--- src/rfp_pkg.sv ---
// constants, register map and types for the relay front-panel menu block
package rfp_pkg;
    localparam int unsigned CLK_HZ    = 40_000_000;
    localparam int unsigned MS_PER_S  = 1000;
    localparam int unsigned MS_CYCLES = CLK_HZ / MS_PER_S;

    // press timing, in milliseconds
    localparam logic [12:0] DEBOUNCE_MS  = 13'h0014;  // 20 ms
    localparam logic [12:0] STEP_LONG_MS = 13'h01F4;  // 0.5 s
    localparam logic [12:0] SUB_MS       = 13'h03E8;  // 1 s
    localparam logic [12:0] SET_MS       = 13'h1388;  // 5 s
    localparam logic [12:0] DUR_MAX      = 13'h1FFF;
    localparam logic [7:0]  REPEAT_MS    = 8'hC8;     // 0.2 s scan rate
    localparam logic [15:0] DARK_MS      = 16'hEA60;  // 60 s idle to dark

    // menu geometry
    localparam logic [3:0] MENU_LAST = 4'hC;
    localparam logic [2:0] SUB_LAST  = 3'h4;
    localparam logic [3:0] TEST_LAST = 4'h8;
    localparam int unsigned NUM_TEST = 9;
    localparam int unsigned NUM_REC  = 11;

    // register byte offsets
    localparam logic [7:0] OFS_CTRL    = 8'h00;
    localparam logic [7:0] OFS_BFT     = 8'h04;
    localparam logic [7:0] OFS_STAT    = 8'h08;
    localparam logic [7:0] OFS_TRAFFIC = 8'h0C;
    localparam logic [7:0] OFS_PASS    = 8'h10;
    localparam logic [7:0] OFS_SETTING = 8'h14;
    localparam logic [7:0] OFS_CMD     = 8'h18;
    localparam logic [7:0] OFS_REC     = 8'h40;
    localparam logic [7:0] OFS_REC_END = 8'h68;

    // control register fields and reset values
    localparam int unsigned CTRL_BAUD_BIT = 0;
    localparam int unsigned CTRL_BANK_BIT = 1;
    localparam int unsigned CTRL_CFG_LSB  = 4;
    localparam logic [7:0]  CTRL_RST      = 8'h71;  // 9.6 kBd, main bank, all inputs clear
    localparam logic [7:0]  BFT_RST       = 8'h14;  // 0.2 s in 10 ms units
    localparam logic [7:0]  BFT_MIN       = 8'h0A;
    localparam logic [7:0]  BFT_MAX       = 8'h64;
    localparam logic [15:0] SETTING_RST   = 16'h0000;

    typedef enum logic [1:0] {RFP_MAIN, RFP_SUB, RFP_TEST} rfp_view_t;

    typedef struct packed {
        logic prog;
        logic step;
    } rfp_btn_t;

    typedef struct packed {
        logic ext_remote_reset_input;
        logic two;
        logic one;
    } rfp_ext_t;
endpackage

--- src/rfp_menu.sv ---
// front-panel menu, setting edit, test mode and record clearing of the relay module
// Function
// - step press over 0.5 s moves one position forward
// - step press under 0.5 s moves one position backward
// - step held down keeps scanning forward at a fast repeat rate
// - dark display: 1 s step press goes to start, short press to end
// - program press of 1 s enters the submenu, acting on release
// - program held 5 s toggles setting mode
// - in setting mode each step press increments the digit at the cursor
// - in setting mode a 1 s program press moves the cursor on
// - in setting mode step and program together store the edited value
// - outside setting mode both buttons erase records and release latched relays
// - program alone releases latched relays only while the display is dark
// - records 1 to 11 cleared by buttons, serial command or external inputs
// - supply loss clears records; settings, rate and password are kept
// - from position 0 a test mode fires each start/operate signal in turn
// - data rate selectable 4.8 or 9.6 kBd, default 9.6 kBd
// - traffic counter reads zero while linked, else scrolls through 0 to 255
// - serial setting writes refused until the correct password is given
// - bank selector: 0 main settings, 1 second settings, default main
// - breaker-failure operate time is settable, default 0.2 s
// - a switchgroup decides which external inputs clear the records
//
// Design decisions made here: register access over Wishbone and the register addresses.
`timescale 1ns/100ps
module rfp_menu #(
    parameter int unsigned  MS_CYCLES       = rfp_pkg::MS_CYCLES,
    parameter logic [15:0]  REMOTE_PASSWORD = 16'h0001   // arbitrary default
) (
    input  wire logic             clock,               // 40 MHz module clock
    input  wire logic             rst,                 // async reset, high
    input  wire logic [7:0]       wb_adr_i,            // wishbone byte address
    input  wire logic [31:0]      wb_dat_i,            // wishbone write data
    input  wire logic [3:0]       wb_sel_i,            // wishbone byte lanes
    input  wire logic             wb_we_i,             // wishbone write
    input  wire logic             wb_cyc_i,            // wishbone cycle
    input  wire logic             wb_stb_i,            // wishbone strobe
    output logic [31:0]           wb_dat_o,            // wishbone read data
    output logic                  wb_ack_o,            // wishbone ack
    input  wire rfp_pkg::rfp_btn_t btn_pin,            // push-buttons, high = pressed
    input  wire rfp_pkg::rfp_ext_t ext_pin,            // external control inputs
    input  wire logic             aux_supply_ok,       // auxiliary supply good
    input  wire logic             serial_clear_records_cmd, // clear pulse from link
    input  wire logic             comm_active,         // communicator linked
    input  wire logic             rec_wr,              // record write strobe
    input  wire logic [3:0]       rec_idx,             // record number 1..11
    input  wire logic [7:0]       rec_data,            // record value
    output logic                  disp_dark,           // display blanked
    output rfp_pkg::rfp_view_t    disp_view,           // main, submenu or test
    output logic [3:0]            disp_pos,            // main-menu position
    output logic [2:0]            disp_sub,            // submenu position
    output logic                  setting_mode,        // editing active
    output logic [1:0]            edit_cursor,         // digit under cursor
    output logic [15:0]           edit_value,          // bcd value being edited
    output logic [15:0]           setting_value,       // stored setting
    output logic [8:0]            test_sig,            // one-hot test signal
    output logic                  latch_release,       // pulse: free latched relays
    output logic                  records_cleared,     // pulse: records wiped
    output logic                  baud_9k6,            // 1 = 9.6 kBd, 0 = 4.8 kBd
    output logic                  bank_second,         // 1 = second settings
    output logic [7:0]            bf_time,             // breaker-failure time, 10 ms
    output logic [7:0]            traffic_count        // bus traffic counter
);
    import rfp_pkg::*;

    function automatic logic [15:0] inc_digit(input logic [15:0] v, input logic [1:0] c);
        logic [3:0]  d;
        logic [15:0] r;
        d = v[c*4 +: 4];
        r = v;
        r[c*4 +: 4] = (d >= 4'h9) ? 4'h0 : d + 4'h1;
        return r;
    endfunction

    // synchronisers
    rfp_btn_t btn_s1, btn_s2;
    rfp_ext_t ext_s1, ext_s2, ext_d;
    logic     aux_s1, aux_s2;
    always_ff @(posedge clock or posedge rst) begin
        if (rst) begin
            btn_s1 <= '0;
            btn_s2 <= '0;
            ext_s1 <= '0;
            ext_s2 <= '0;
            ext_d  <= '0;
            aux_s1 <= 1'b1;
            aux_s2 <= 1'b1;
        end else begin
            btn_s1 <= btn_pin;
            btn_s2 <= btn_s1;
            ext_s1 <= ext_pin;
            ext_s2 <= ext_s1;
            ext_d  <= ext_s2;
            aux_s1 <= aux_supply_ok;
            aux_s2 <= aux_s1;
        end
    end

    // millisecond timebase
    logic [15:0] ms_cnt;
    logic        ms_tick;
    assign ms_tick = (ms_cnt == 16'(MS_CYCLES - 1));
    always_ff @(posedge clock or posedge rst) begin
        if (rst) ms_cnt <= '0;
        else     ms_cnt <= ms_tick ? 16'h0000 : ms_cnt + 16'h0001;
    end

    // debounce and press duration, index 0 = step, 1 = program
    logic [1:0]       raw, deb, deb_d;
    logic [1:0][12:0] deb_cnt, dur;
    assign raw = {btn_s2.prog, btn_s2.step};
    always_ff @(posedge clock or posedge rst) begin
        if (rst) begin
            deb     <= '0;
            deb_d   <= '0;
            deb_cnt <= '0;
            dur     <= '0;
        end else begin
            deb_d <= deb;
            for (int b = 0; b < 2; b++) begin
                if (raw[b] == deb[b]) deb_cnt[b] <= '0;
                else if (ms_tick) begin
                    if (deb_cnt[b] == DEBOUNCE_MS) begin
                        deb[b]     <= raw[b];
                        deb_cnt[b] <= '0;
                    end else deb_cnt[b] <= deb_cnt[b] + 13'h0001;
                end
                if (deb[b] && !deb_d[b]) dur[b] <= '0;
                else if (deb[b] && ms_tick && dur[b] != DUR_MAX) dur[b] <= dur[b] + 13'h0001;
            end
        end
    end

    // press classification
    logic       combo_reg, prog_held_reg, step_rep_reg;
    logic [7:0] rep_cnt;
    logic       step_rel, prog_rel, combo_done, prog_hold5, step_rep_evt;
    rfp_view_t  view_reg;
    logic       set_reg, dark_reg;
    assign step_rel     = deb_d[0] && !deb[0] && !combo_reg && !deb[1];
    assign prog_rel     = deb_d[1] && !deb[1] && !combo_reg && !deb[0];
    assign combo_done   = combo_reg && !deb[0] && !deb[1];
    assign prog_hold5   = deb[1] && !deb[0] && !combo_reg && ms_tick && dur[1] == SET_MS - 13'h0001;
    assign step_rep_evt = deb[0] && !deb[1] && !combo_reg && !set_reg && !dark_reg && ms_tick
                          && dur[0] >= SUB_MS && rep_cnt == 8'h00;
    always_ff @(posedge clock or posedge rst) begin
        if (rst) begin
            combo_reg     <= 1'b0;
            prog_held_reg <= 1'b0;
            step_rep_reg  <= 1'b0;
            rep_cnt       <= '0;
        end else begin
            if (deb[0] && deb[1]) combo_reg <= 1'b1;
            else if (combo_done)  combo_reg <= 1'b0;
            if (deb[1] && !deb_d[1]) prog_held_reg <= 1'b0;
            else if (prog_hold5)     prog_held_reg <= 1'b1;
            if (deb[0] && !deb_d[0]) begin
                step_rep_reg <= 1'b0;
                rep_cnt      <= '0;
            end else if (step_rep_evt) begin
                step_rep_reg <= 1'b1;
                rep_cnt      <= REPEAT_MS - 8'h01;
            end else if (ms_tick && rep_cnt != 8'h00) rep_cnt <= rep_cnt - 8'h01;
        end
    end

    // display blanking after idle time
    logic [15:0] dark_cnt;
    always_ff @(posedge clock or posedge rst) begin
        if (rst) begin
            dark_cnt <= '0;
            dark_reg <= 1'b0;
        end else begin
            if (deb != deb_d) dark_cnt <= '0;
            else if (ms_tick && dark_cnt != DARK_MS) dark_cnt <= dark_cnt + 16'h0001;
            if (ms_tick && dark_cnt == DARK_MS - 16'h0001) dark_reg <= 1'b1;
            else if (deb_d != '0 && deb == '0) dark_reg <= 1'b0;
        end
    end

    // wishbone slave: data and ack one edge after the request, write on the ack edge
    logic        ack_reg, unlocked_reg, wr_ok, cmd_clear;
    logic [31:0] dat_reg;
    logic [7:0]  ctrl_reg, bft_reg;
    logic [7:0]  rec_mem [1:NUM_REC];
    logic [3:0]  rd_idx;
    assign wr_ok     = ack_reg && wb_cyc_i && wb_stb_i && wb_we_i;
    assign cmd_clear = wr_ok && wb_adr_i == OFS_CMD && wb_sel_i[0] && wb_dat_i[0];
    assign rd_idx    = 4'(((wb_adr_i - OFS_REC) >> 2) + 8'h01);
    always_ff @(posedge clock or posedge rst) begin
        if (rst) begin
            ack_reg <= 1'b0;
            dat_reg <= '0;
        end else begin
            ack_reg <= wb_cyc_i && wb_stb_i && !ack_reg;
            dat_reg <= '0;
            if (wb_cyc_i && wb_stb_i && !ack_reg) begin
                unique case (wb_adr_i)
                    OFS_CTRL:    dat_reg <= {24'h000000, ctrl_reg};
                    OFS_BFT:     dat_reg <= {24'h000000, bft_reg};
                    OFS_STAT:    dat_reg <= {18'h00000, unlocked_reg, edit_cursor,
                                             disp_sub, dark_reg, set_reg, view_reg,
                                             disp_pos};
                    OFS_TRAFFIC: dat_reg <= {24'h000000, traffic_count};
                    OFS_SETTING: dat_reg <= {16'h0000, setting_value};
                    default: begin
                        if (wb_adr_i >= OFS_REC && wb_adr_i <= OFS_REC_END
                            && wb_adr_i[1:0] == 2'b00)
                            dat_reg <= {24'h000000, rec_mem[rd_idx]};
                    end
                endcase
            end
        end
    end
    assign wb_ack_o = ack_reg;
    assign wb_dat_o = dat_reg;

    // password gate and link-side settings; kept across supply dips
    always_ff @(posedge clock or posedge rst) begin
        if (rst) begin
            unlocked_reg <= 1'b0;
            ctrl_reg     <= CTRL_RST;
            bft_reg      <= BFT_RST;
        end else if (wr_ok) begin
            if (wb_adr_i == OFS_PASS && wb_sel_i[1:0] == 2'b11)
                unlocked_reg <= (wb_dat_i[15:0] == REMOTE_PASSWORD);
            if (wb_adr_i == OFS_CTRL && wb_sel_i[0] && unlocked_reg)
                ctrl_reg <= {1'b0, wb_dat_i[6:4], 2'b00, wb_dat_i[1:0]};
            if (wb_adr_i == OFS_BFT && wb_sel_i[0] && unlocked_reg
                && wb_dat_i[7:0] >= BFT_MIN && wb_dat_i[7:0] <= BFT_MAX)
                bft_reg <= wb_dat_i[7:0];
        end
    end
    assign baud_9k6    = ctrl_reg[CTRL_BAUD_BIT];
    assign bank_second = ctrl_reg[CTRL_BANK_BIT];
    assign bf_time     = bft_reg;

    // menu, setting edit and test mode
    logic [3:0]  pos_reg, test_reg;
    logic [2:0]  sub_reg;
    logic [1:0]  cur_reg;
    logic [15:0] edit_reg, setting_reg;
    logic        fwd;
    assign fwd = dur[0] >= STEP_LONG_MS;
    always_ff @(posedge clock or posedge rst) begin
        if (rst) begin
            view_reg    <= RFP_MAIN;
            pos_reg     <= '0;
            sub_reg     <= '0;
            test_reg    <= '0;
            set_reg     <= 1'b0;
            cur_reg     <= '0;
            edit_reg    <= SETTING_RST;
            setting_reg <= SETTING_RST;
        end else begin
            if (wr_ok && wb_adr_i == OFS_SETTING && wb_sel_i[1:0] == 2'b11 && unlocked_reg)
                setting_reg <= wb_dat_i[15:0];
            if (step_rep_evt) begin
                unique case (view_reg)
                    RFP_MAIN: pos_reg <= (pos_reg == MENU_LAST) ? 4'h0 : pos_reg + 4'h1;
                    RFP_SUB:  sub_reg <= (sub_reg == SUB_LAST) ? 3'h0 : sub_reg + 3'h1;
                    RFP_TEST: test_reg <= (test_reg == TEST_LAST) ? 4'h0 : test_reg + 4'h1;
                endcase
            end else if (step_rel) begin
                if (set_reg) edit_reg <= inc_digit(edit_reg, cur_reg);
                else if (dark_reg) begin
                    view_reg <= RFP_MAIN;
                    if (dur[0] >= SUB_MS) pos_reg <= 4'h0;
                    else if (!fwd) pos_reg <= MENU_LAST;
                end else if (!step_rep_reg) begin
                    unique case (view_reg)
                        RFP_MAIN: pos_reg <= fwd ? ((pos_reg == MENU_LAST) ? 4'h0 : pos_reg + 4'h1)
                                                 : ((pos_reg == 4'h0) ? MENU_LAST : pos_reg - 4'h1);
                        RFP_SUB:  sub_reg <= fwd ? ((sub_reg == SUB_LAST) ? 3'h0 : sub_reg + 3'h1)
                                                 : ((sub_reg == 3'h0) ? SUB_LAST : sub_reg - 3'h1);
                        RFP_TEST: test_reg <= fwd ? ((test_reg == TEST_LAST) ? 4'h0 : test_reg + 4'h1)
                                                  : ((test_reg == 4'h0) ? TEST_LAST : test_reg - 4'h1);
                    endcase
                end
            end
            if (prog_hold5) begin
                set_reg  <= !set_reg;
                edit_reg <= setting_reg;
                cur_reg  <= 2'h0;
            end else if (prog_rel && !prog_held_reg && dur[1] >= SUB_MS && !dark_reg) begin
                if (set_reg) cur_reg <= cur_reg + 2'h1;
                else if (view_reg == RFP_MAIN) begin
                    view_reg <= (pos_reg == 4'h0) ? RFP_TEST : RFP_SUB;
                    sub_reg  <= 3'h0;
                    test_reg <= 4'h0;
                end else view_reg <= RFP_MAIN;
            end
            if (combo_done && set_reg) setting_reg <= edit_reg;
        end
    end
    assign disp_dark     = dark_reg;
    assign disp_view     = view_reg;
    assign disp_pos      = pos_reg;
    assign disp_sub      = sub_reg;
    assign setting_mode  = set_reg;
    assign edit_cursor   = cur_reg;
    assign edit_value    = edit_reg;
    assign setting_value = setting_reg;

    // test signal drive, latched-relay release and record clearing
    logic       latch_reg, clr_reg, clr_any;
    logic [8:0] test_q;
    rfp_ext_t   ext_rise;
    logic [2:0] ext_en;
    assign ext_rise = ext_s2 & ~ext_d;
    assign ext_en   = ctrl_reg[CTRL_CFG_LSB +: 3];
    assign clr_any  = (combo_done && !set_reg) || serial_clear_records_cmd || cmd_clear
                      || ((ext_rise & ext_en) != '0) || !aux_s2;
    always_ff @(posedge clock or posedge rst) begin
        if (rst) begin
            latch_reg <= 1'b0;
            clr_reg   <= 1'b0;
            test_q    <= '0;
            for (int i = 1; i <= NUM_REC; i++) rec_mem[i] <= '0;
        end else begin
            latch_reg <= (combo_done && !set_reg) || (prog_rel && dark_reg && dur[1] < SUB_MS);
            clr_reg   <= clr_any;
            test_q    <= (view_reg == RFP_TEST) ? 9'(9'h001 << test_reg) : 9'h000;
            if (clr_reg)
                for (int i = 1; i <= NUM_REC; i++) rec_mem[i] <= '0;
            else if (rec_wr && rec_idx >= 4'h1 && rec_idx <= 4'(NUM_REC))
                rec_mem[rec_idx] <= rec_data;
        end
    end
    assign latch_release   = latch_reg;
    assign records_cleared = clr_reg;
    assign test_sig        = test_q;

    // bus traffic counter
    logic [7:0] traf_reg;
    always_ff @(posedge clock or posedge rst) begin
        if (rst)              traf_reg <= '0;
        else if (comm_active) traf_reg <= '0;
        else if (ms_tick)     traf_reg <= traf_reg + 8'h01;
    end
    assign traffic_count = traf_reg;
endmodule

--- config.mk ---
export PLATFORM = sky130hd
export DESIGN_NAME = rfp_menu
export DESIGN_NICKNAME = d
export VERILOG_FILES = /design/src/rfp_pkg.sv /design/src/rfp_menu.sv
export SDC_FILE = /design/constraint.sdc
export NUM_CORES = 1
export LEC_CHECK = 0
export ABC_AREA = 1
export BUFFER_PORTS_ARGS = -buffer_cell sky130_fd_sc_hd__buf_2
export CELL_PAD_IN_SITES_DETAIL_PLACEMENT = 1
export CELL_PAD_IN_SITES_GLOBAL_PLACEMENT = 1
export CORE_MARGIN = 4
export CORE_UTILIZATION = 48
export CTS_CLUSTER_DIAMETER = 100
export DETAILED_ROUTE_END_ITERATION = 6
export PLACE_DENSITY_LB_ADDON = 0.1
export RECOVER_POWER = 100
export SYNTH_ARGS = -nofsm -noshare
export SYNTH_HDL_FRONTEND = slang
export SYNTH_SLANG_ARGS = --single-unit
--- constraint.sdc ---
create_clock -name clock -period 24.4 [get_ports clock]
set_input_delay 2.44 -clock clock [delete_from_list [all_inputs] [get_ports clock]]
set_output_delay 2.44 -clock clock [all_outputs]
set_load 0.02 [all_outputs]
# After elaboration in Yosys (flattened, before gate mapping)
# Index checks and enable logic that the tools add are counted.
# op_classes
add_sub_neg	19
magnitude_cmp	14
eq_ne	29
shifts	4
mux	98
bitwise	7
reduce_logical	112
# op_table
operator	count
$mux W88	2
$mux W16	10
$mux W13	10
$mux W4	27
$bwmux W88	1
$pmux W16 S5	1
$mux W8	9
$logic_and A1 B1 Y1	60
$add A13 B1 Y13 const B	4
$mux W3	14
$reduce_bool A2 Y1	18
$neg A4 Y34	1
$shift A4 B34 Y16 const A	1
$shiftx A4 B34 Y16	1
$add A16 B1 Y16 const B	2
$bmux W8 S4	1
$demux W8 S4	1
$eq A16 B16 Y1 const B	2
$eq A13 B5 Y1 const B	2
$ge A13 B10 Y1 const B	2
$ne A13 B13 Y1 const B	2
$eq A8 B5 Y1 const B	3
$mux W2	12
$add A4 B1 Y4 const B	4
other kinds (52)	93
# totals
register_bits	317
in_bits	70

# Logic depth before layout (Yosys ltp)
# Gate-level depths: netlist of run 1.
# depth
depth_word	13
depth_mapped	15

# Least setup slack after synthesis of run 1
# No wires, ideal clock.
# synth_timing
path_kind	input -> register
from	input port wb_adr_i[2]
to	register dat_reg[6], in the netlist wb_dat_o[6]
setup_ns	0.067
arrival_ns	4.115
required_time_ns	24.333
slack_ns	20.218
path_stages	12
n_path_buf	3
path_cell_list	inv_2 > clkbuf_1 > ha_1 > clkbuf_1 > inv_1 > buf_1 > a21oi_1 > o21ai_0 > nand3_1 > a21oi_1 > nand3_1 > nand2_1
# synth_between
elab_chain_cells	9
elab_cells_between_ends	18
classes_between	2 x add/sub; 2 x order compare; 4 x eq/ne; 6 x mux; 1 x bitwise; 3 x reduce/logical
# synth_rtl
item	line_no	rtl
from (decl)	rfp_menu.sv:32	input wire logic [7:0] wb_adr_i,
$sub A6 B1 Y6	rfp_menu.sv:189	assign rd_idx = 4'(((wb_adr_i - OFS_REC) >> 2) + 8'h01);
$add A4 B1 Y4	rfp_menu.sv:189	
$not A4 Y5 (not written as such)	rfp_menu.sv:209	dat_reg <= {24'h000000, rec_mem[rd_idx]};
$bmux W8 S4	rfp_menu.sv:209	
$mux W8 (not written as such) (2 in a row)	rfp_menu.sv:209	
$mux W8	rfp_menu.sv:207	if (wb_adr_i >= OFS_REC && wb_adr_i <= OFS_REC_END
$pmux W16 S5 (*)	rfp_menu.sv:198	unique case (wb_adr_i)
$mux W16 (*)	rfp_menu.sv:197	if (wb_cyc_i && wb_stb_i && !ack_reg) begin
to (signal assigned)	rfp_menu.sv:199	OFS_CTRL: dat_reg <= {24'h000000, ctrl_reg};
to (signal assigned)	rfp_menu.sv:200	OFS_BFT: dat_reg <= {24'h000000, bft_reg};
to (signal assigned)	rfp_menu.sv:209	
to (decl)	rfp_menu.sv:183	logic [31:0] dat_reg;
# Mark *: on every way between the ends. The rest lies on a longest branch, timed or not. The select of a mux whose other input is x is not followed.
# A chain may end at the register's enable or synchronous reset.

# Worst setup path after layout of run 1
# layout_timing
from	input port wb_adr_i[2]
to	register dat_reg[0], in the netlist wb_dat_o[0]
# The elaborated chain is that of the path after synthesis.

==> metrics.txt, run 1 <==
Worst path slowest cell clkbuf_1; RSZ-0062 raised after global routing false; Sink Count 301; worst reg2reg startpoint ms_cnt[0]$_DFF_PP0_; Least-Margin Pin Slew 4.60 ns; post-synthesis compound-gate area fraction between 10% and 20%; iteration-0 DRC count of the detailed router 1023; routed wire length 52600 um; final hold viol count 0; met1 usage 38.1%; first-pass GRT wire length 85900 um; WL per Instance 19.5 um; TNS Setup 0 ns; Synth Cell Area 16500 um2; core area around 34000 um2; Longest Clk Path Bufs 3; dpl hpwl 37800 um; postcts setup bufs 0; worst hold endpoint btn_s2[1]$_DFF_PP0_; cts hold-fix bufs 0; Synth area leaders dfrtp_1, nand2_1, nand3_1, o21ai_0, inv_1; Hold Crit Class reg2reg; Hold Startpoint btn_s1[1]$_DFF_PP0_; status finished with violations; synth cell count leaders nand2_1, dfrtp_1, nand3_1; die height 193 um; Avg Inst Size Synth 7.85 um2; H-Tree Level Count 2; # rows 67; Critical Path RT about 25 ns; IO Count 177; GRT overflow 0; period utilization 35.5%; Cells after Synth 2104; biggest regs rec_mem x88, deb_cnt x26, dur x26; area leader, netlist dfrtp_1; Net Sw Frac between 20 and 25%; sequential-to-total area share from yosys stat 45.7%; r2r worst-path depth 11; M3 GR Usage 4.31%; Setup WS post-layout 15.73 ns; share of layout cells above drive strength 1 5.77%; type of origin of the critical path primary input; Synth Area in XOR/XNOR 2.07%; Final Net Count about 2.3k; DRC 0; Adder-Cell Fraction of Synth Area 3.26%; final RePlAce weighted congestion 0.886; sequential power share 47.0%; Max Slew Vio Count 377; FF+latch area 7540 um2; Highest Clock Rate 115 MHz; failing checks max-capacitance violations, max-slew violations; main combinational cell family by area after synthesis simple AND/OR/NAND/NOR gates; clock tree root buffer cell clkbuf_16; CP Class in2reg; met2 GRT Util 46.4%; CP Capture Type flop; Filler cells 4294; max reg flops 88; placed cell count 2634; clk_skew 0.0202 ns; Starting Density 49.0%; power density cells 58.5 nW/um2; via count 15.5k; Via density 5.73; Most Crowded Layer GR met2; clk slew on worst S/H paths 0.06 ns; number of flops mapped to enable cells by yosys 0; slew margin rel. -208%; antenna-violating nets left 0; post-CTS sizing 0; Clock Latency Late Sink 0.52 ns; total CTS buffers 36; Int Power approximately 0.81 mW; crit path DAT 9.05 ns; Worst Hold Path Cells 0; area of the multi-input gates 7460 um2; most used cell along the critical path nand3_1; max-cap violations 6; iteration count of the initial detailed-routing pass 5; mux cell area share after synthesis 0%; DIE AREA 37400 um2; crit-path cells buf_2, clkbuf_1, inv_1, ha_1, clkbuf_1, inv_1, a21oi_1, o21ai_0, nand3_1, nand3_1, nand3_1, o21ai_0; vias in the first global route 15.8k; Most flops, register rec_mem; Die X-Extent around 190 um; combinational power share 5.3%; final setup vio count 0; Clk network pwr share 47.7%; GRT Total Usage 27.5%; worst vdd ir 44.6 uV; Port Buffers roughly 140; CTS tree built; minimum clock period 8.67 ns; CP bufs+invs 5; largest net degree at the start of global routing approximately 100; Synth Area in Simple Gates 26.6%; Layout area overhead 10.9%; Synth Warn # 0; most frequent cell after synthesis nand2_1; ant diodes 0; initial antenna violation count 0; Critical Path Fanout Max 68; final non-filler cell total 2700; Synth Register Bits 301; Post-synth top flop dfrtp_1; r2r setup slk 19.45 ns; Static Leak 8.34 nW; R2R Path End test_reg[0]$_DFF_PP0_; ys async rst share between 90% and 100%; Switching Power 0.260 mW; max incr delay on CP 1.95 ns; top cell type's share of synthesized area 44.4%; Largest delay share family, worst path buffers and inverters; Unique masters post-synth 53; Post-Place Setup Slack 18.85 ns
[metrics by stage]
| step | hold slack (ns) | power (mW) | instance area [um2] | utilization (%) |
|---|---|---|---|---|
| after global placement | 0.335 | 0.568 | 17500 | 51.9 |
| final | 0.350 | 1.07 | 18300 | 54.3 |
| after CTS | 0.351 | 1.08 | 18600 | 55.2 |
| after floorplan | 0.331 | 0.550 | 16600 | - |
| after detailed placement | 0.337 | 0.570 | 17500 | 51.9 |
| after global routing | 0.354 | 1.11 | 18300 | 54.3 |
[logic make-up (layout without fill, tap and decap cells)]
family	after synthesis	count (layout)
and+or+nand+nor	956	956
xor gates and xnor gates	39	39
DFF	301	301
adders and majority gates	43	43
buffers and inverters	353	486
AOI/OAI and AO/OA	411	411
other	1	16
[area by class of cell]
| class | count | area share, % |
|---|---|---|
| flip-flops and latches | 301 | 41.2 |
| repair buffers | 151 | 3.47 |
| clock inverters | 7 | 0.253 |
| multi-input cells | 1465 | 40.7 |
| inverters | 269 | 5.52 |
| well taps | 448 | 3.06 |
| clock buffers | 59 | 5.78 |
[per-layer routing]
layer / part of all wire (%) / vias up
li1: - / 7297
met1: 45 / 7732
met2: 48 / 376
met3: 5.4 / 65
met4: 1.9 / 0
met5: 0 / -
[cells in the final DEF (no fill, tap or decap), types with 5 or more instances in the layout]
cell type  Yosys  routed
nor3_1        52      54
inv_2         15       8
nand3b_1       8       8
o22ai_1       49      49
clkbuf_1      41     119
nand2_1      353     362
conb_1         1      16
buf_2         14      46
dfstp_2        8       8
o31ai_1       12      12
inv_1        250     256
clkbuf_16      0      37
a21oi_1       95      98
nor2_2        10       7
clkbuf_8       0       5
o211ai_1      16      16
dfrtp_1      293     293
xor2_1        30      30
ha_1          43      43
nor4_1        16      16
xnor2_1        9       9
o21ai_0      204     215
a31oi_1        7       7
nand3_1      253     256
nand4_1       64      65
nor2_1       167     173
[worst max-delay path by stage]
stage	startpoint	end	cells after the start
after floorplan	rst	bf_time[0]$_DFFE_PP0P_	1
after global placement	wb_adr_i[2]	wb_dat_o[7]$_DFF_PP0_	12
after detailed placement	wb_adr_i[2]	wb_dat_o[7]$_DFF_PP0_	12
after CTS	wb_adr_i[2]	wb_dat_o[7]$_DFF_PP0_	12
after global routing	rst	wb_dat_o[14]$_DFF_PP0_	3
final	wb_adr_i[2]	wb_dat_o[0]$_DFF_PP0_	12
[power by group through the flow]
stage | Combinational, mW | Sequential (mW) | Clock [mW]
after global placement | 0.0561 | 0.512 | 0
final | 0.0570 | 0.504 | 0.511
after detailed placement | 0.0576 | 0.512 | 0
after global routing | 0.0635 | 0.503 | 0.546
after floorplan | 0.0377 | 0.512 | 0
after CTS | 0.0578 | 0.503 | 0.520
(Power assumes the default switching activity.)
==> inputs of run 2 (changes only) <==
- CORE_UTILIZATION: 48 -> 40
- clock period: 24.4 -> 7.9 ns (I/O delays scaled with it)
==> run 2 against run 1 <==
  * The flow still finishes with violations (max-capacitance violations, max-slew violations)
  * Largest cell class unchanged
  * Highest routed layer is now met5
  * Clock-buffer cell count shrank 4
  * Die area grew 19%
  * Cell area grew 1.7%
  * Core utilization shrank 8.7 points
  * Critical path depth shrank 1
  * Sequential power grew to 3.1 times the previous value
  * Global-route usage shrank 4.0 points
  * First-iteration DRC count shrank 9.8%
  * Register-to-register slack lost 17 ns
==> metrics.txt, run 2 (synthesized netlist as in run 1, its figures left out) <==
power density cells 190 nW/um2; clk_skew 0.0182 ns; max reg flops 88; initial antenna violation count 1; slew margin rel. -125%; antenna-violating nets left 0; type of origin of the critical path flop; TNS Setup 0 ns; ant diodes 0; CP Depth 11; Sink Count 301; max-cap violations 6; crit path DAT about 5.4 ns; worst reg2reg startpoint ms_cnt[0]$_DFF_PP0_; iteration count of the initial detailed-routing pass 5; Max Slew Vio Count about 280; Filler cells roughly 5.1k; share of layout cells above drive strength 1 approximately 6.4%; final RePlAce weighted congestion 0.852; max incr delay on CP 1.17 ns; # rows 74; final instance area 18600 um2; WL per Instance 19.1 um; period utilization 62.8%; Most flops, register rec_mem; crit path to disp_sub[2]$_DFF_PP0_; commonest non-fill, non-tap cell in the layout nand2_1; CTS tree built; Worst path slowest cell nor2_1; Critical Path RT 8.37 ns; R2R Path End disp_sub[2]$_DFF_PP0_; Port Buffers roughly 140; routed wire length about 53000 um; biggest regs rec_mem x88, deb_cnt x26, dur x26; RSZ-0062 raised after global routing false; worst vdd ir ~120 uV; total power approximately 3.5 mW; cts hold-fix bufs 0; Static Leak 8.46 nW; via count about 15k; Via density 5.45; IO Count 177; CP Class reg2reg; r2r setup slk slightly below 3 ns; Clock Latency Late Sink 0.56 ns; Hold Crit Class in2reg; H-Tree Level Count 2; postcts setup bufs 0; Die X-Extent 211 um; final hold viol count 0; clock tree root buffer cell clkbuf_16; Largest delay share family, worst path simple AND/OR/NAND/NOR gates; failing checks max-capacitance violations, max-slew violations; Starting Density 40.4%; largest net degree at the start of global routing ~110; WHS 0.341 ns; core area 40800 um2; dpl hpwl 38200 um; CP Capture Type flop; minimum clock period 4.96 ns; GRT Total Usage 23.5%; Final Net Count roughly 2.3k; Layout area overhead 12.8%; die height approximately 210 um; FF+latch area around 7500 um2; Placement Cell Area 17600 um2; Longest Clk Path Bufs 3; r2r worst-path depth 11; most used cell along the critical path nor2_1; CP startpoint ms_cnt[0]$_DFF_PP0_; GRT overflow 0; CP bufs+invs 1; clk slew on worst S/H paths ~0.060 ns; Least-Margin Pin Slew 3.37 ns; area of the multi-input gates 7460 um2; iteration-0 DRC count of the detailed router about 900; vias in the first global route 15.6k; DIE AREA about 45000 um2; post-CTS sizing 0; most frequent cells in the layout nand2_1, dfrtp_1, inv_1, nand3_1, o21ai_0; DRC 0; status finished with violations; total CTS buffers 38; crit-path cells ha_1, nand2_1, nor2_1, nand2_2, nor2_1, nand2_4, nor2_1, inv_1, nand3_1, o21ai_0, nor2_1; Critical Path Fanout Max 22; final setup vio count 0; Highest Clock Rate roughly 200 MHz; first-pass GRT wire length 85600 um
run 2: how the worst min path moves through the flow:
stage	slack [ns]	startpoint	to	depth (start not counted)
3_5_place_dp	0.34	ext_s1[1]$_DFF_PP0_	ext_s2[1]$_DFF_PP0_	0
3_3_place_gp	0.34	ext_s1[1]$_DFF_PP0_	ext_s2[1]$_DFF_PP0_	0
6_report	0.34	btn_pin[0]	btn_s1[0]$_DFF_PP0_	1
2_1_floorplan	0.33	btn_s1[0]$_DFF_PP0_	btn_s2[0]$_DFF_PP0_	0
4_1_cts	0.30	aux_supply_ok	aux_s1$_DFF_PP1_	1
5_1_grt	0.32	btn_pin[0]	btn_s1[0]$_DFF_PP0_	1
run 2: final cells by class:
class	instances	area share, %
repair buffers	152	3.56
inverters	269	5.43
flip-flops and latches	301	40.5
multi-input cells	1465	40.1
clock buffers	55	5.77
clock inverters	13	1.12
well taps	532	3.57
run 2: per-layer routing:
layer / share of wire (%) / routed length [um] / GRT usage, % / vias to the layer above
met5: 0.024 / 13 / 0 / -
met1: 47 / 25200 / 33.0 / 7570
met4: 1.8 / 942 / 5.63 / 2
met3: 4.6 / 2450 / 4.04 / 66
li1: - / - / - / 7288
met2: 46 / 24500 / 38.3 / 260
run 2: metrics by stage:
stage               worst slack [ns]  instances  utilization (%)
global route                    2.14       2787             45.6
detailed placement              3.84       2719             43.1
CTS                             4.41       2787             46.3
floorplan                       3.12       2119                -
finish                          2.94       2787             45.6
global placement                3.91       2719             43.1
run 2: power by group:
part / leakage (nW) / switching, mW / internal, mW
registers: 4.09 / 0.00430 / 1.55
clock network: 0.631 / 0.697 / 1.11
logic: 3.74 / 0.136 / 0.0394
==> inputs of run 3 (changes only) <==
- CORE_UTILIZATION: 40 -> 44
- clock period: 7.9 -> 4.6 ns (I/O delays scaled with it)
==> run 3 against run 2 <==
  * The flow still finishes with violations (max-capacitance violations, max-slew violations)
  * Worst hold slack got worse by 0.31 ns
  * Wire length is 0.91% lower
  * Worst setup slack worse by 1.7 ns
  * Critical endpoint is now setting_value[6]$_DFFE_PP0P_
  * Largest power group unchanged
  * Highest routed layer is now met4
==> metrics.txt, run 3 (synthesized netlist as in run 1, its figures left out) <==
failing checks max-capacitance violations, max-slew violations; # rows 70; area of the multi-input gates between 7000 and 8000 um2; antenna-violating nets left 0; GRT overflow 0; crit path DAT 3.78 ns; type of origin of the critical path primary input; RSZ-0062 raised after global routing false; WL per Instance 19.3 um; slew margin rel. -4.51%; TNS Setup 0 ns; Max Slew Vio Count 63; clock tree root buffer cell clkbuf_16; postcts setup bufs 0; Layout area overhead 12.2%; CTS tree built; Final Net Count 2341; Port Buffers 142; via count 15.4k; total power 5.87 mW; CP Class in2reg; Die X-Extent 202 um; period utilization 72.8%; Placement Cell Area 17500 um2; vias in the first global route 15.9k; total CTS buffers 37; DRC 0; final setup vio count 0; ant diodes 0; first-pass GRT wire length ~86000 um; worst vdd ir 273 uV; Most Crowded Layer GR met2; DIE AREA 40700 um2; dpl hpwl 37700 um; die height a little over 200 um; post-CTS sizing 0; max reg flops 88; iteration-0 DRC count of the detailed router 1009; clk_skew 0.0146 ns; WHS 0.0310 ns; final RePlAce weighted congestion between 0.8 and 0.9; Util after Layout 50.4%; Static Leak roughly 8.5 nW; routed wire length 52600 um; H-Tree Level Count 2; Filler cells 4607; CP Capture Type flop; final hold viol count 0; minimum clock period 3.35 ns; Most flops, register rec_mem; most frequent cells in the layout nand2_1, dfrtp_1, inv_1, nand3_1, o21ai_0; GRT Total Usage 25.7%; biggest regs rec_mem x88, deb_cnt x26, dur x26; largest net degree at the start of global routing 114; share of layout cells above drive strength 1 approximately 6.4%; Hold Crit Class in2reg; Least-Margin Pin Slew 1.57 ns; Critical Path Fanout Max 67; Critical Path RT between 5 and 6 ns; Sink Count 301; met2 GRT Util 42.2%; Highest Clock Rate 299 MHz; iteration count of the initial detailed-routing pass 5; cts hold-fix bufs 4; FF+latch area 7540 um2; met1 usage 35.1%; final instance area 18500 um2; M3 GR Usage 6.09%; initial antenna violation count 0; commonest non-fill, non-tap cell in the layout nand2_1; status finished with violations; max-cap violations 1; Starting Density approximately 45%; power density cells 317 nW/um2; clk slew on worst S/H paths 0.06 ns; IO Count 177; Clock Latency Late Sink ~0.54 ns; Longest Clk Path Bufs 3; Via density 5.65; core area around 37000 um2
## run 3: cell count changes in the layout (fill, tap and decap cells not counted), sizes merged
cell and change:
clkinvlp +1, bufinv -4, clkbuf -2, dlygate4sd3 +4, buf +2, inv -1
## run 3: layer usage
| metal | part of all wire [%] | vias to the layer above | wire length, um |
|---|---|---|---|
| li1 | - | 7293 | - |
| met1 | 45 | 7711 | 23900 |
| met2 | 47 | 311 | 24700 |
| met3 | 6.1 | 64 | 3230 |
| met4 | 1.5 | 0 | 814 |
| met5 | 0 | - | 0 |
## run 3: worst max-delay path, stage by stage
cell,delay (ns)
clkbuf_1,0.13
buf_4,0.55
ha_1,0.25
nand2_1,0.09
inv_1,0.28
nand2_1,0.34
inv_1,0.38
nand3_1,0.12
nand2_1,0.79
o211ai_1,0.22
o21ai_0,0.14
## run 3: cell type report
class	instances	share of cell area [%]
Clock buffer	57	6.06
Clock inverter	9	0.412
Inverter	269	5.46
Multi-Input combinational cell	1465	40.3
Sequential cell	301	40.7
Tap cell	468	3.16
Timing Repair Buffer	154	3.88
## run 3: power by group
group	leakage (nW)	switching (mW)	internal, mW
logic	3.78	0.234	0.0701
registers	4.09	0.00752	2.66
clock network	0.592	1.16	1.74
## run 3: final timing paths
kind,start,cells past startpoint,endpoint,slack (ns)
worst max-delay path,wb_adr_i[2],11,setting_value[6]$_DFFE_PP0P_,1.25
worst min-delay path,ext_pin[0],1,ext_s1[0]$_DFF_PP0_,0.03
worst max register to register,ms_cnt[0]$_DFF_PP0_,10,dur[23]$_DFFE_PP0P_,1.25
worst min register to register,ext_s1[1]$_DFF_PP0_,0,ext_s2[1]$_DFF_PP0_,0.35
max in group asynchronous,rst,3,ext_s1[2]$_DFF_PP0_,2.26
min in group asynchronous,rst,2,wb_dat_o[14]$_DFF_PP0_,0.24
## run 3: per-stage QoR
step / cells / setup slack, ns
2_1_floorplan: 2119 / 0.145
3_3_place_gp: 2653 / 1.67
3_5_place_dp: 2653 / 1.56
4_1_cts: 2723 / 1.79
5_1_grt: 2723 / 0.950
6_report: 2723 / 1.25
